## config.mk

```make
export PLATFORM = sky130hd
export DESIGN_NAME = ras_top
export DESIGN_NICKNAME = d
export VERILOG_FILES = /design/src/logic/ras_pkg.sv /design/src/logic/ras_mem_if.sv /design/src/logic/ras_top.sv /design/src/logic/ras_stack_mem.sv /design/src/logic/ras_fetch_gate.sv
export VERILOG_INCLUDE_DIRS = /design/src /design/src/logic
export SDC_FILE = /design/constraint.sdc
export NUM_CORES = 2
export LEC_CHECK = 0
export ABC_CLOCK_PERIOD_IN_PS = 12470
export BUFFER_PORTS_ARGS = -buffer_cell sky130_fd_sc_hd__buf_4
export CAP_MARGIN = 20
export CORE_MARGIN = 2
export CORE_UTILIZATION = 25
export CTS_CLUSTER_DIAMETER = 100
export CTS_CLUSTER_SIZE = 25
export DETAILED_ROUTE_END_ITERATION = 10
export SKIP_CTS_REPAIR_TIMING = 1
export SLEW_MARGIN = 0
export SYNTH_ARGS = -nofsm -noshare
export SYNTH_HDL_FRONTEND = slang
export SYNTH_SLANG_ARGS = --single-unit
```

## constraint.sdc

```tcl
create_clock -name i_mclk -period 12.47 [get_ports i_mclk]
set_clock_uncertainty 0.05 [all_clocks]
set_input_delay 0 -clock i_mclk [delete_from_list [all_inputs] [get_ports i_mclk]]
set_output_delay 0 -clock i_mclk [all_outputs]
set_load 0.005 [all_outputs]
```

## src/logic/ras_consts.svh

```systemverilog
// constants for the return address stack block
`ifndef RAS_CONSTS_SVH
`define RAS_CONSTS_SVH
`define RAS_PC_W 21
`define RAS_SP_W 5
`define RAS_DEPTH 31
`define RAS_IMPL_BYTES 32768
`define RAS_INSN_W 16
`define RAS_LATU_W 5
`define RAS_RESET_VEC 21'h000000
`define RAS_VEC_HI 21'h000008
`define RAS_VEC_LO 21'h000018
`define RAS_PC_STEP 21'h000002
`define RAS_OFF_SP 5'h00
`define RAS_OFF_TOP_ENTRY_LOW_BYTE 5'h04
`define RAS_OFF_TOP_ENTRY_HIGH_BYTE 5'h08
`define RAS_OFF_TOP_ENTRY_UPPER_BYTE 5'h0C
`define RAS_OFF_CTRL 5'h10
`define RAS_OFF_LATH 5'h14
`define RAS_OFF_LATU 5'h18
`define RAS_OFF_PC 5'h1C
`define RAS_BIT_FULL 7
`define RAS_BIT_UNF 6
`define RAS_BIT_OVR 0
`define RAS_OVR_EN_RST 1'b1
`define RAS_BE_LOW 3'h1
`define RAS_BE_HIGH 3'h2
`define RAS_BE_UPPER 3'h4
`endif

```

## src/logic/ras_pkg.sv

```systemverilog
// shared types and helpers of the return address stack
`include "ras_consts.svh"
package ras_pkg;
	typedef logic [`RAS_PC_W-1:0] ras_pc_t;
	typedef enum logic {RAS_BUS_IDLE, RAS_BUS_ACK} ras_bus_ph_t;

	// merge the enabled bytes of a stack entry
	function automatic ras_pc_t ras_merge(input ras_pc_t old, input ras_pc_t dat,
			input logic [2:0] be);
		ras_pc_t r;
		r = old;
		if (be[0]) r[7:0] = dat[7:0];
		if (be[1]) r[15:8] = dat[15:8];
		if (be[2]) r[20:16] = dat[20:16];
		return r;
	endfunction
endpackage

```

## src/logic/ras_mem_if.sv

```systemverilog
// connection between stack controller and stack storage
`include "ras_consts.svh"
interface ras_mem_if;
	logic [`RAS_SP_W-1:0] rd_ptr;
	logic [`RAS_SP_W-1:0] wr_ptr;
	logic [2:0] wr_be;
	logic [`RAS_PC_W-1:0] wr_data;
	logic [`RAS_PC_W-1:0] rd_data;
	modport ctrl (output rd_ptr, output wr_ptr, output wr_be, output wr_data, input rd_data);
	modport store (input rd_ptr, input wr_ptr, input wr_be, input wr_data, output rd_data);
endinterface

```

## src/logic/ras_top.sv

```systemverilog
// return address stack, program counter and vectoring with Avalon-MM registers
//
// Our own choices: the address map and the Avalon-MM slave port.
`include "ras_consts.svh"
module ras_top
	import ras_pkg::*;
#(
	parameter int DEPTH = `RAS_DEPTH,
	parameter int IMPL_BYTES = `RAS_IMPL_BYTES
) (
	input wire logic i_mclk,
	input wire logic i_arst_n,
	input wire logic i_dev_reset,
	input wire logic [4:0] i_avs_address,
	input wire logic i_avs_read,
	input wire logic i_avs_write,
	input wire logic [31:0] i_avs_writedata,
	input wire logic [3:0] i_avs_byteenable,
	output logic [31:0] o_avs_readdata,
	output logic o_avs_waitrequest,
	input wire logic i_push_req,
	input wire logic i_pop_req,
	input wire logic i_pop_discard,
	input wire logic i_int_ack,
	input wire logic i_int_high,
	input wire logic i_jump_req,
	input wire logic [`RAS_PC_W-1:0] i_jump_addr,
	input wire logic i_pcl_write,
	input wire logic [7:0] i_pcl_data,
	input wire logic i_pc_step,
	output logic [`RAS_PC_W-1:0] o_pc,
	input wire logic [`RAS_INSN_W-1:0] i_pmem_rdata,
	output logic [`RAS_INSN_W-1:0] o_insn,
	output logic o_stack_reset
);
	typedef struct packed {
		ras_bus_ph_t ph;
		logic waitreq;
		logic [31:0] rdata;
		logic [`RAS_SP_W-1:0] sp;
		logic full;
		logic unf;
		logic ovr_en;
		logic [`RAS_LATU_W-1:0] lat_u;
		logic [7:0] lat_h;
		ras_pc_t pc;
		logic stk_rst;
	} ras_top_st_t;

	localparam ras_top_st_t ST_RESET = '{
		ph: RAS_BUS_IDLE, waitreq: 1'b1, rdata: '0, sp: '0, full: 1'b0, unf: 1'b0,
		ovr_en: `RAS_OVR_EN_RST, lat_u: '0, lat_h: '0, pc: `RAS_RESET_VEC, stk_rst: 1'b0};
	localparam logic [`RAS_SP_W-1:0] SP_LAST = `RAS_SP_W'(DEPTH);
	localparam logic [`RAS_SP_W-1:0] SP_PREV = `RAS_SP_W'(DEPTH - 1);

	ras_top_st_t st_ff;
	ras_top_st_t nxt_st;
	logic [31:0] rd_word;
	logic do_int;
	logic do_push;
	logic do_pop;
	logic sw_wr;
	logic [7:0] wb;
	logic lat_wr;

	// one instruction word forward; shared by the push and plain paths
	function automatic ras_pc_t pc_plus_step(input ras_pc_t cur);
		return ras_pc_t'(cur + `RAS_PC_STEP);
	endfunction

	ras_mem_if mem ();

	// 31 nesting levels, one per nonzero pointer code
	if (DEPTH != (1 << `RAS_SP_W) - 1) begin : g_chk
		$error("stack depth must fill the pointer range less the empty code");
	end

	ras_stack_mem #(
		.DEPTH(DEPTH)
	) u_mem (
		.i_mclk(i_mclk),
		.i_arst_n(i_arst_n),
		.port(mem.store)
	);

	// program fetch runs on its own port, not the register bus
	ras_fetch_gate #(
		.IMPL_BYTES(IMPL_BYTES)
	) u_fetch (
		.i_mclk(i_mclk),
		.i_arst_n(i_arst_n),
		.i_addr(st_ff.pc),
		.i_rdata(i_pmem_rdata),
		.o_insn(o_insn)
	);

	// hardware stack events in priority order; any reset source beats all
	assign do_int = !i_dev_reset && i_int_ack;
	assign do_push = !i_dev_reset && !i_int_ack && i_push_req;
	assign do_pop = !i_dev_reset && !i_int_ack && !i_push_req && (i_pop_req || i_pop_discard);
	assign sw_wr = st_ff.ph == RAS_BUS_ACK && i_avs_write && i_avs_byteenable[0];
	assign wb = i_avs_writedata[7:0];
	assign lat_wr = sw_wr &&
		(i_avs_address == `RAS_OFF_LATH || i_avs_address == `RAS_OFF_LATU);
	assign mem.rd_ptr = st_ff.sp;

	always_comb begin
		rd_word = '0;
		if (i_avs_address == `RAS_OFF_SP) begin
			rd_word[`RAS_BIT_FULL] = st_ff.full;
			rd_word[`RAS_BIT_UNF] = st_ff.unf;
			rd_word[`RAS_SP_W-1:0] = st_ff.sp;
		// byte views of the top entry
		end else if (i_avs_address == `RAS_OFF_TOP_ENTRY_LOW_BYTE) begin
			rd_word[7:0] = mem.rd_data[7:0];
		end else if (i_avs_address == `RAS_OFF_TOP_ENTRY_HIGH_BYTE) begin
			rd_word[7:0] = mem.rd_data[15:8];
		end else if (i_avs_address == `RAS_OFF_TOP_ENTRY_UPPER_BYTE) begin
			rd_word[4:0] = mem.rd_data[20:16];
		end else if (i_avs_address == `RAS_OFF_CTRL) begin
			rd_word[`RAS_BIT_OVR] = st_ff.ovr_en;
		end else if (i_avs_address == `RAS_OFF_LATH) begin
			rd_word[7:0] = st_ff.lat_h;
		end else if (i_avs_address == `RAS_OFF_LATU) begin
			rd_word[`RAS_LATU_W-1:0] = st_ff.lat_u;
		end else if (i_avs_address == `RAS_OFF_PC) begin
			rd_word[`RAS_PC_W-1:0] = st_ff.pc;
		end
	end

	// next state: bus handshake, software writes, then core stack events
	always_comb begin
		nxt_st = st_ff;
		nxt_st.stk_rst = 1'b0;
		mem.wr_ptr = st_ff.sp;
		mem.wr_be = '0;
		mem.wr_data = '0;
		// one wait cycle per access; read data is caught when the request is seen
		case (st_ff.ph)
			RAS_BUS_IDLE: begin
				if (i_avs_read || i_avs_write) begin
					nxt_st.ph = RAS_BUS_ACK;
					nxt_st.waitreq = 1'b0;
					nxt_st.rdata = rd_word;
				end
			end
			RAS_BUS_ACK: begin
				nxt_st.ph = RAS_BUS_IDLE;
				nxt_st.waitreq = 1'b1;
			end
			default: begin
				nxt_st.ph = RAS_BUS_IDLE;
				nxt_st.waitreq = 1'b1;
			end
		endcase
		// software pointer write; flags clear only on a written zero
		if (sw_wr && i_avs_address == `RAS_OFF_SP) begin
			nxt_st.sp = wb[`RAS_SP_W-1:0];
			if (!wb[`RAS_BIT_FULL]) nxt_st.full = 1'b0;
			if (!wb[`RAS_BIT_UNF]) nxt_st.unf = 1'b0;
		end
		// one byte lane of the current top entry
		if (sw_wr && i_avs_address == `RAS_OFF_TOP_ENTRY_LOW_BYTE) mem.wr_be = `RAS_BE_LOW;
		if (sw_wr && i_avs_address == `RAS_OFF_TOP_ENTRY_HIGH_BYTE) mem.wr_be = `RAS_BE_HIGH;
		if (sw_wr && i_avs_address == `RAS_OFF_TOP_ENTRY_UPPER_BYTE) mem.wr_be = `RAS_BE_UPPER;
		mem.wr_data = {wb[4:0], wb, wb};
		if (sw_wr && i_avs_address == `RAS_OFF_CTRL) nxt_st.ovr_en = wb[`RAS_BIT_OVR];
		if (sw_wr && i_avs_address == `RAS_OFF_LATH) nxt_st.lat_h = wb;
		if (sw_wr && i_avs_address == `RAS_OFF_LATU) nxt_st.lat_u = wb[`RAS_LATU_W-1:0];
		// any reset source empties the stack
		if (i_dev_reset) begin
			nxt_st.sp = '0;
			nxt_st.pc = `RAS_RESET_VEC;
		end else if (do_int || do_push) begin
			// current PC goes onto the stack
			mem.wr_be = '1;
			mem.wr_data = st_ff.pc;
			if (st_ff.sp == SP_LAST) begin
				// pointer parked at the top, entry overwritten
				mem.wr_ptr = st_ff.sp;
			end else begin
				// increment first, write at the new pointer
				mem.wr_ptr = `RAS_SP_W'(st_ff.sp + 1'b1);
				nxt_st.sp = mem.wr_ptr;
			end
			// full at or beyond the last level
			if (st_ff.sp >= SP_PREV) nxt_st.full = 1'b1;
			if (st_ff.sp == SP_PREV && st_ff.ovr_en) begin
				// store PC+2, keep full, reset the device
				mem.wr_data = pc_plus_step(st_ff.pc);
				nxt_st.stk_rst = 1'b1;
				nxt_st.sp = '0;
				nxt_st.pc = `RAS_RESET_VEC;
			end else if (do_int) begin
				nxt_st.pc = i_int_high ? `RAS_VEC_HI : `RAS_VEC_LO;
			end else if (i_jump_req) begin
				nxt_st.pc = i_jump_addr;
			end else if (i_pc_step) begin
				nxt_st.pc = pc_plus_step(st_ff.pc);
			end
		end else if (do_pop) begin
			if (st_ff.sp == '0) begin
				// empty pop goes to the reset vector
				nxt_st.pc = `RAS_RESET_VEC;
				nxt_st.unf = 1'b1;
				nxt_st.stk_rst = st_ff.ovr_en;
			end else begin
				if (i_pop_req) nxt_st.pc = mem.rd_data;
				nxt_st.sp = `RAS_SP_W'(st_ff.sp - 1'b1);
			end
		end else if (i_jump_req) begin
			nxt_st.pc = i_jump_addr;
		end else if (i_pcl_write) begin
			nxt_st.pc = {st_ff.lat_u, st_ff.lat_h, i_pcl_data};
		end else if (i_pc_step) begin
			nxt_st.pc = pc_plus_step(st_ff.pc);
		end
	end

	always_ff @(posedge i_mclk or negedge i_arst_n) begin
		if (!i_arst_n) begin
			st_ff <= ST_RESET;
		end else begin
			st_ff <= nxt_st;
		end
	end

	assign o_avs_readdata = st_ff.rdata;
	assign o_avs_waitrequest = st_ff.waitreq;
	assign o_pc = st_ff.pc;
	assign o_stack_reset = st_ff.stk_rst;
endmodule

```

## src/logic/ras_stack_mem.sv

```systemverilog
// stack storage, entries 1..DEPTH, no entry behind pointer zero
`include "ras_consts.svh"
module ras_stack_mem
	import ras_pkg::*;
#(
	parameter int DEPTH = `RAS_DEPTH
) (
	input wire logic i_mclk,
	input wire logic i_arst_n,
	ras_mem_if.store port
);
	typedef struct packed {
		logic [DEPTH:1][`RAS_PC_W-1:0] ent;
	} ras_mem_st_t;

	ras_mem_st_t st_ff;
	ras_mem_st_t nxt_st;

	if (DEPTH < 1 || DEPTH >= (1 << `RAS_SP_W)) begin : g_chk
		$error("stack depth does not fit the pointer");
	end

	// byte-lane writes to the addressed entry only
	always_comb begin
		nxt_st = st_ff;
		for (int i = 1; i <= DEPTH; i++) begin
			if (port.wr_be != '0 && int'(port.wr_ptr) == i) begin
				nxt_st.ent[i] = ras_merge(st_ff.ent[i], port.wr_data, port.wr_be);
			end
		end
	end

	always_ff @(posedge i_mclk or negedge i_arst_n) begin
		if (!i_arst_n) begin
			st_ff <= '0;
		end else begin
			st_ff <= nxt_st;
		end
	end

	always_comb begin
		port.rd_data = '0;
		for (int i = 1; i <= DEPTH; i++) begin
			if (int'(port.rd_ptr) == i) begin
				port.rd_data = st_ff.ent[i];
			end
		end
	end
endmodule

```

## src/logic/ras_fetch_gate.sv

```systemverilog
// instruction fetch gate: zero words beyond the implemented memory
`include "ras_consts.svh"
module ras_fetch_gate
	import ras_pkg::*;
#(
	parameter int IMPL_BYTES = `RAS_IMPL_BYTES
) (
	input wire logic i_mclk,
	input wire logic i_arst_n,
	input wire logic [`RAS_PC_W-1:0] i_addr,
	input wire logic [`RAS_INSN_W-1:0] i_rdata,
	output logic [`RAS_INSN_W-1:0] o_insn
);
	typedef struct packed {
		ras_pc_t addr_q;
		logic [`RAS_INSN_W-1:0] insn;
	} ras_fg_st_t;

	ras_fg_st_t st_ff;
	ras_fg_st_t nxt_st;

	if (IMPL_BYTES < 1 || IMPL_BYTES > (1 << `RAS_PC_W)) begin : g_chk
		$error("implemented size outside the address space");
	end

	// memory answers one edge after the address, so compare the held address
	always_comb begin
		nxt_st = st_ff;
		nxt_st.addr_q = i_addr;
		if (st_ff.addr_q < ras_pc_t'(IMPL_BYTES)) begin
			nxt_st.insn = i_rdata;
		end else begin
			nxt_st.insn = '0;
		end
	end

	always_ff @(posedge i_mclk or negedge i_arst_n) begin
		if (!i_arst_n) begin
			st_ff <= '0;
		end else begin
			st_ff <= nxt_st;
		end
	end

	assign o_insn = st_ff.insn;
endmodule

```

==> reports/results.txt <==
Status - complete, but fails checks
Failing checks - hold timing
Number of antenna violations at the first check in global routing - 3
DIE HEIGHT - 391.3 um
Number of buffers between clock root and the deepest sink - 3
Overflow left after global routing - 0
Total Negative Setup Slacks - 0 ns
Top-Level Pins - 170
Mean instance size in the synthesized netlist - 9.941 sq um
Critical path's largest stage delay - 0.97 ns
Clock sinks - 739
Pre-CTS setup slack - 6.841 ns
Time the worst path needs with I/O delays and setup - 6.314 ns
Share of cell area taken by muxes after synthesis - 12.98%
Crit path required time - 12.98 ns
Top library cells by usage in the layout, fill and taps aside - sky130_fd_sc_hd__dfrtp_1, sky130_fd_sc_hd__nand2_1, sky130_fd_sc_hd__o21ai_0, sky130_fd_sc_hd__mux2_2, sky130_fd_sc_hd__buf_4
Antenna Nets Post-Route - 0
Std cell rows - 142
Via count of the first global-routing pass - 29470
Slew HR - 20.05%
Number of nets in the finished design - 3885
Aggregate global-route resource usage - 17.55%
Setup repair after global routing missed its margin - false
First-pass GRT wire length - 202.6 mm
Number of flops mapped to enable cells by yosys - 0
Hold Path Class - input port to flop
Number of pins exceeding their max-slew limit in the final report - 0
Count of routing violations after the opening detailed-route iteration - 4277
Compound-cell area share of the yosys netlist - 17.98%
Commonest non-fill, non-tap cell in the layout - sky130_fd_sc_hd__dfrtp_1
Power density of the placed cells - 123.2 nW/um^2
TritonCTS buffer count - 37
Arrival time of data at the critical path endpoint - 6.82 ns
Cell at the slowest stage of the critical path - sky130_fd_sc_hd__a211oi_1
Total number of H-tree levels - 2
Synthesized instance count - 3772
Kind of critical path - flop to flop
Detailed-route via count - 31380
Detailed placement HPWL - 97.82 mm
Total power - 5.189 mW
Synthesis-stage register bit count - 739
Cell-by-cell listing of the critical path - inv_1, ha_4, buf_4, buf_4, nor2_2, o22ai_1, a211oi_1, a211oi_1, o21ai_0, a21oi_1, a211oi_1, mux2i_1, o22ai_1, dlygate4sd3_1
Sort of element at the start of the critical path - flop
Final Core Density - 28.18%
Achievable clock frequency - 0.1584 GHz
Number of distinct library cell variants in the gate-level netlist after synthesis - 102
Dominant combinational cell family by area after synthesis - compound AO/OA/AOI/OAI gates
Max rail drop VDD - 86.46 uV
Residual DRC - 0
Synth async-reset ratio - 100.0%
Number of buffers inserted by port buffering - 131
Post-Synth XOR/XNOR Area - 0.8175%
Max Cap Violations - 0
Sort of element at the end of the critical path - flop
Average detailed-routed wire length per instance - 24.06 um
Synth-to-layout area growth - 12.30%
Slack of the critical path - 6.156 ns
Final clock period utilization by the worst path - 50.64%
Share of post-route cells with drive strength above 1 - 20.26%
Initial Util - 25.10%
Clock transition at the registers of the reported paths - 0.10 ns
Aggregate routed wire length - 139.8 mm
Routability cong. - 0.9306
Static Leak - 18.53 nW
Vias per inst - 5.401
Initial DRT Pass Iterations - 6
Chip width - 391.3 um
Count of fill cells added during filler insertion - 15600
Measured slew at the worst slew-check pin - 1.189 ns
Hold Vio Cnt, Final - 14
Number of cells in the finished layout apart from fillers - 5809
Clock tree from TritonCTS - yes
Netlist area before placement - 37500 sq um
Clock latency at the later pin of the worst-skew pair - 0.62 ns
Worst hold margin - -0.07575 ns
Total instance count after detailed placement - 5670
Largest net degree at the start of global routing - 183
Fraction of the mapped netlist area in simple logic gates - 13.69%
Maximum fanout count along the critical path - 45
Most frequent cell on the critical path - sky130_fd_sc_hd__a211oi_1
Register area share after synthesis - 49.32%
Post-Synth Adder-Cell Area - 0.3003%
Commonest register cell after synthesis - sky130_fd_sc_hd__dfrtp_1
Buffer cell driving the clock tree root - sky130_fd_sc_hd__clkbuf_16
Die area - 153100 sq um
Floorplan Core Area - 149400 sq um
Final number of setup-violating endpoints - 0
Warning count from the yosys run - 0
-- sequential cells by signal, indices dropped and copies added, names as in the netlist --
name / count
u_mem.st_ff: 651
o_avs_readdata: 21
o_pc: 21
st_ff: 17
u_fetch.o_insn: 16
u_fetch.st_ff: 6
mem.rd_ptr: 5
o_avs_waitrequest: 1
o_stack_reset: 1
-- synthesized netlist by cell type (all sizes together), types with 6 or more instances --
library cell,instances,area (sq um)
a22oi,31,232.7
or3,14,87.58
a21oi,186,934.7
xnor2,14,122.6
o211ai,33,247.7
o221ai,33,289.0
buf,161,1022
a221oi,51,452.9
nor4,15,106.4
a2111oi,10,95.09
a22o,22,192.7
nand2,567,2128
inv,29,108.9
ha,9,112.6
o21ai,444,2222
o21a,14,105.1
nor2,189,737.0
xor2,21,183.9
nand4,18,112.6
a221o,19,190.2
a32oi,17,148.9
nor3,47,255.3
a31oi,28,175.2
clkbuf,187,703.2
a211o,7,61.31
mux2,417,4696
or2,12,75.07
and2,37,231.5
nand2b,24,150.1
mux2i,15,150.1
dfrtp,737,18440
nand4b,11,102.6
nand3b,12,90.09
a21o,17,127.6
and3,27,168.9
a211oi,23,185.2
o22ai,49,306.5
and4b,6,60.06
nor2b,31,193.9
o31ai,15,117.6
nor3b,11,103.9
a311oi,8,70.07
nand3,63,315.3
-- critical path: cells and delay by family (launching register included) --
family                   cells  cell delay (ns)
AO/OA/AOI/OAI                7             2.38
adder cells (fa/ha/maj)      1             0.32
buffers and inverters        4             1.54
flip-flops                   1             0.71
multiplexers                 1             0.21
AND/OR/NAND/NOR              1             0.94
-- layout make-up --
class	instances	area (sq um)	area share (%)
antenna	3	7.507	0.01783
sequential	739	18500	43.94
clock inverter	8	113.9	0.2704
clock buffer	44	994.7	2.362
tap	2016	2522	5.990
inverter	30	112.6	0.2674
timing repair buffer	304	2546	6.046
multi-input combinational	2665	17310	41.11
-- final timing paths --
kind	from	endpoint	slack [ns]	depth (start not counted)
max in group asynchronous	i_arst_n	mem.rd_ptr[2]$_DFF_PN0_	9.99	4
min in group asynchronous	i_arst_n	u_mem.st_ff[75]$_DFFE_PN0P_	-0.03	2
min	i_jump_addr[4]	o_pc[4]$_DFFE_PN0P_	-0.08	5
max reg2reg	mem.rd_ptr[0]$_DFF_PN0_	o_pc[6]$_DFFE_PN0P_	6.16	14
max	mem.rd_ptr[0]$_DFF_PN0_	o_pc[6]$_DFFE_PN0P_	6.16	14
min reg2reg	u_mem.st_ff[132]$_DFFE_PN0P_	u_mem.st_ff[132]$_DFFE_PN0P_	0.44	2
-- routing by layer --
layer  routed length, um  vias up  GRT usage, %
met5                  48        -             0
met4                6855        6         7.771
met3               12390      285         2.993
met2               63350     1617         27.54
met1               57140    15950         23.63
li1                    -    13520             -
-- where the power goes --
group / total, mW / switching (mW) / internal (mW)
logic: 1.01 / 0.655 / 0.358
registers: 2.73 / 0.130 / 2.60
clock network: 1.45 / 0.842 / 0.604
total: 5.19 / 1.63 / 3.56
-- logic make-up after synthesis --
group | Yosys count
AND/OR/NAND/NOR | 1106
AO/OA/AOI/OAI | 1071
flip-flops | 739
multiplexers | 433
buffers and inverters | 378
XOR/XNOR | 35
adder cells (fa/ha/maj) | 9
other | 1
-- per-stage QoR --
| step | hold slack (ns) | cell area, sq um |
|---|---|---|
| 2_1_floorplan | -0.3456 | 37530 |
| 3_3_place_gp | 0.08387 | 40120 |
| 3_5_place_dp | 0.07752 | 40130 |
| 4_1_cts | -0.5769 | 41240 |
| 5_1_grt | 0.001665 | 42110 |
| 6_report | -0.07575 | 42110 |
Note: power is estimated with default switching activity, not from simulation.
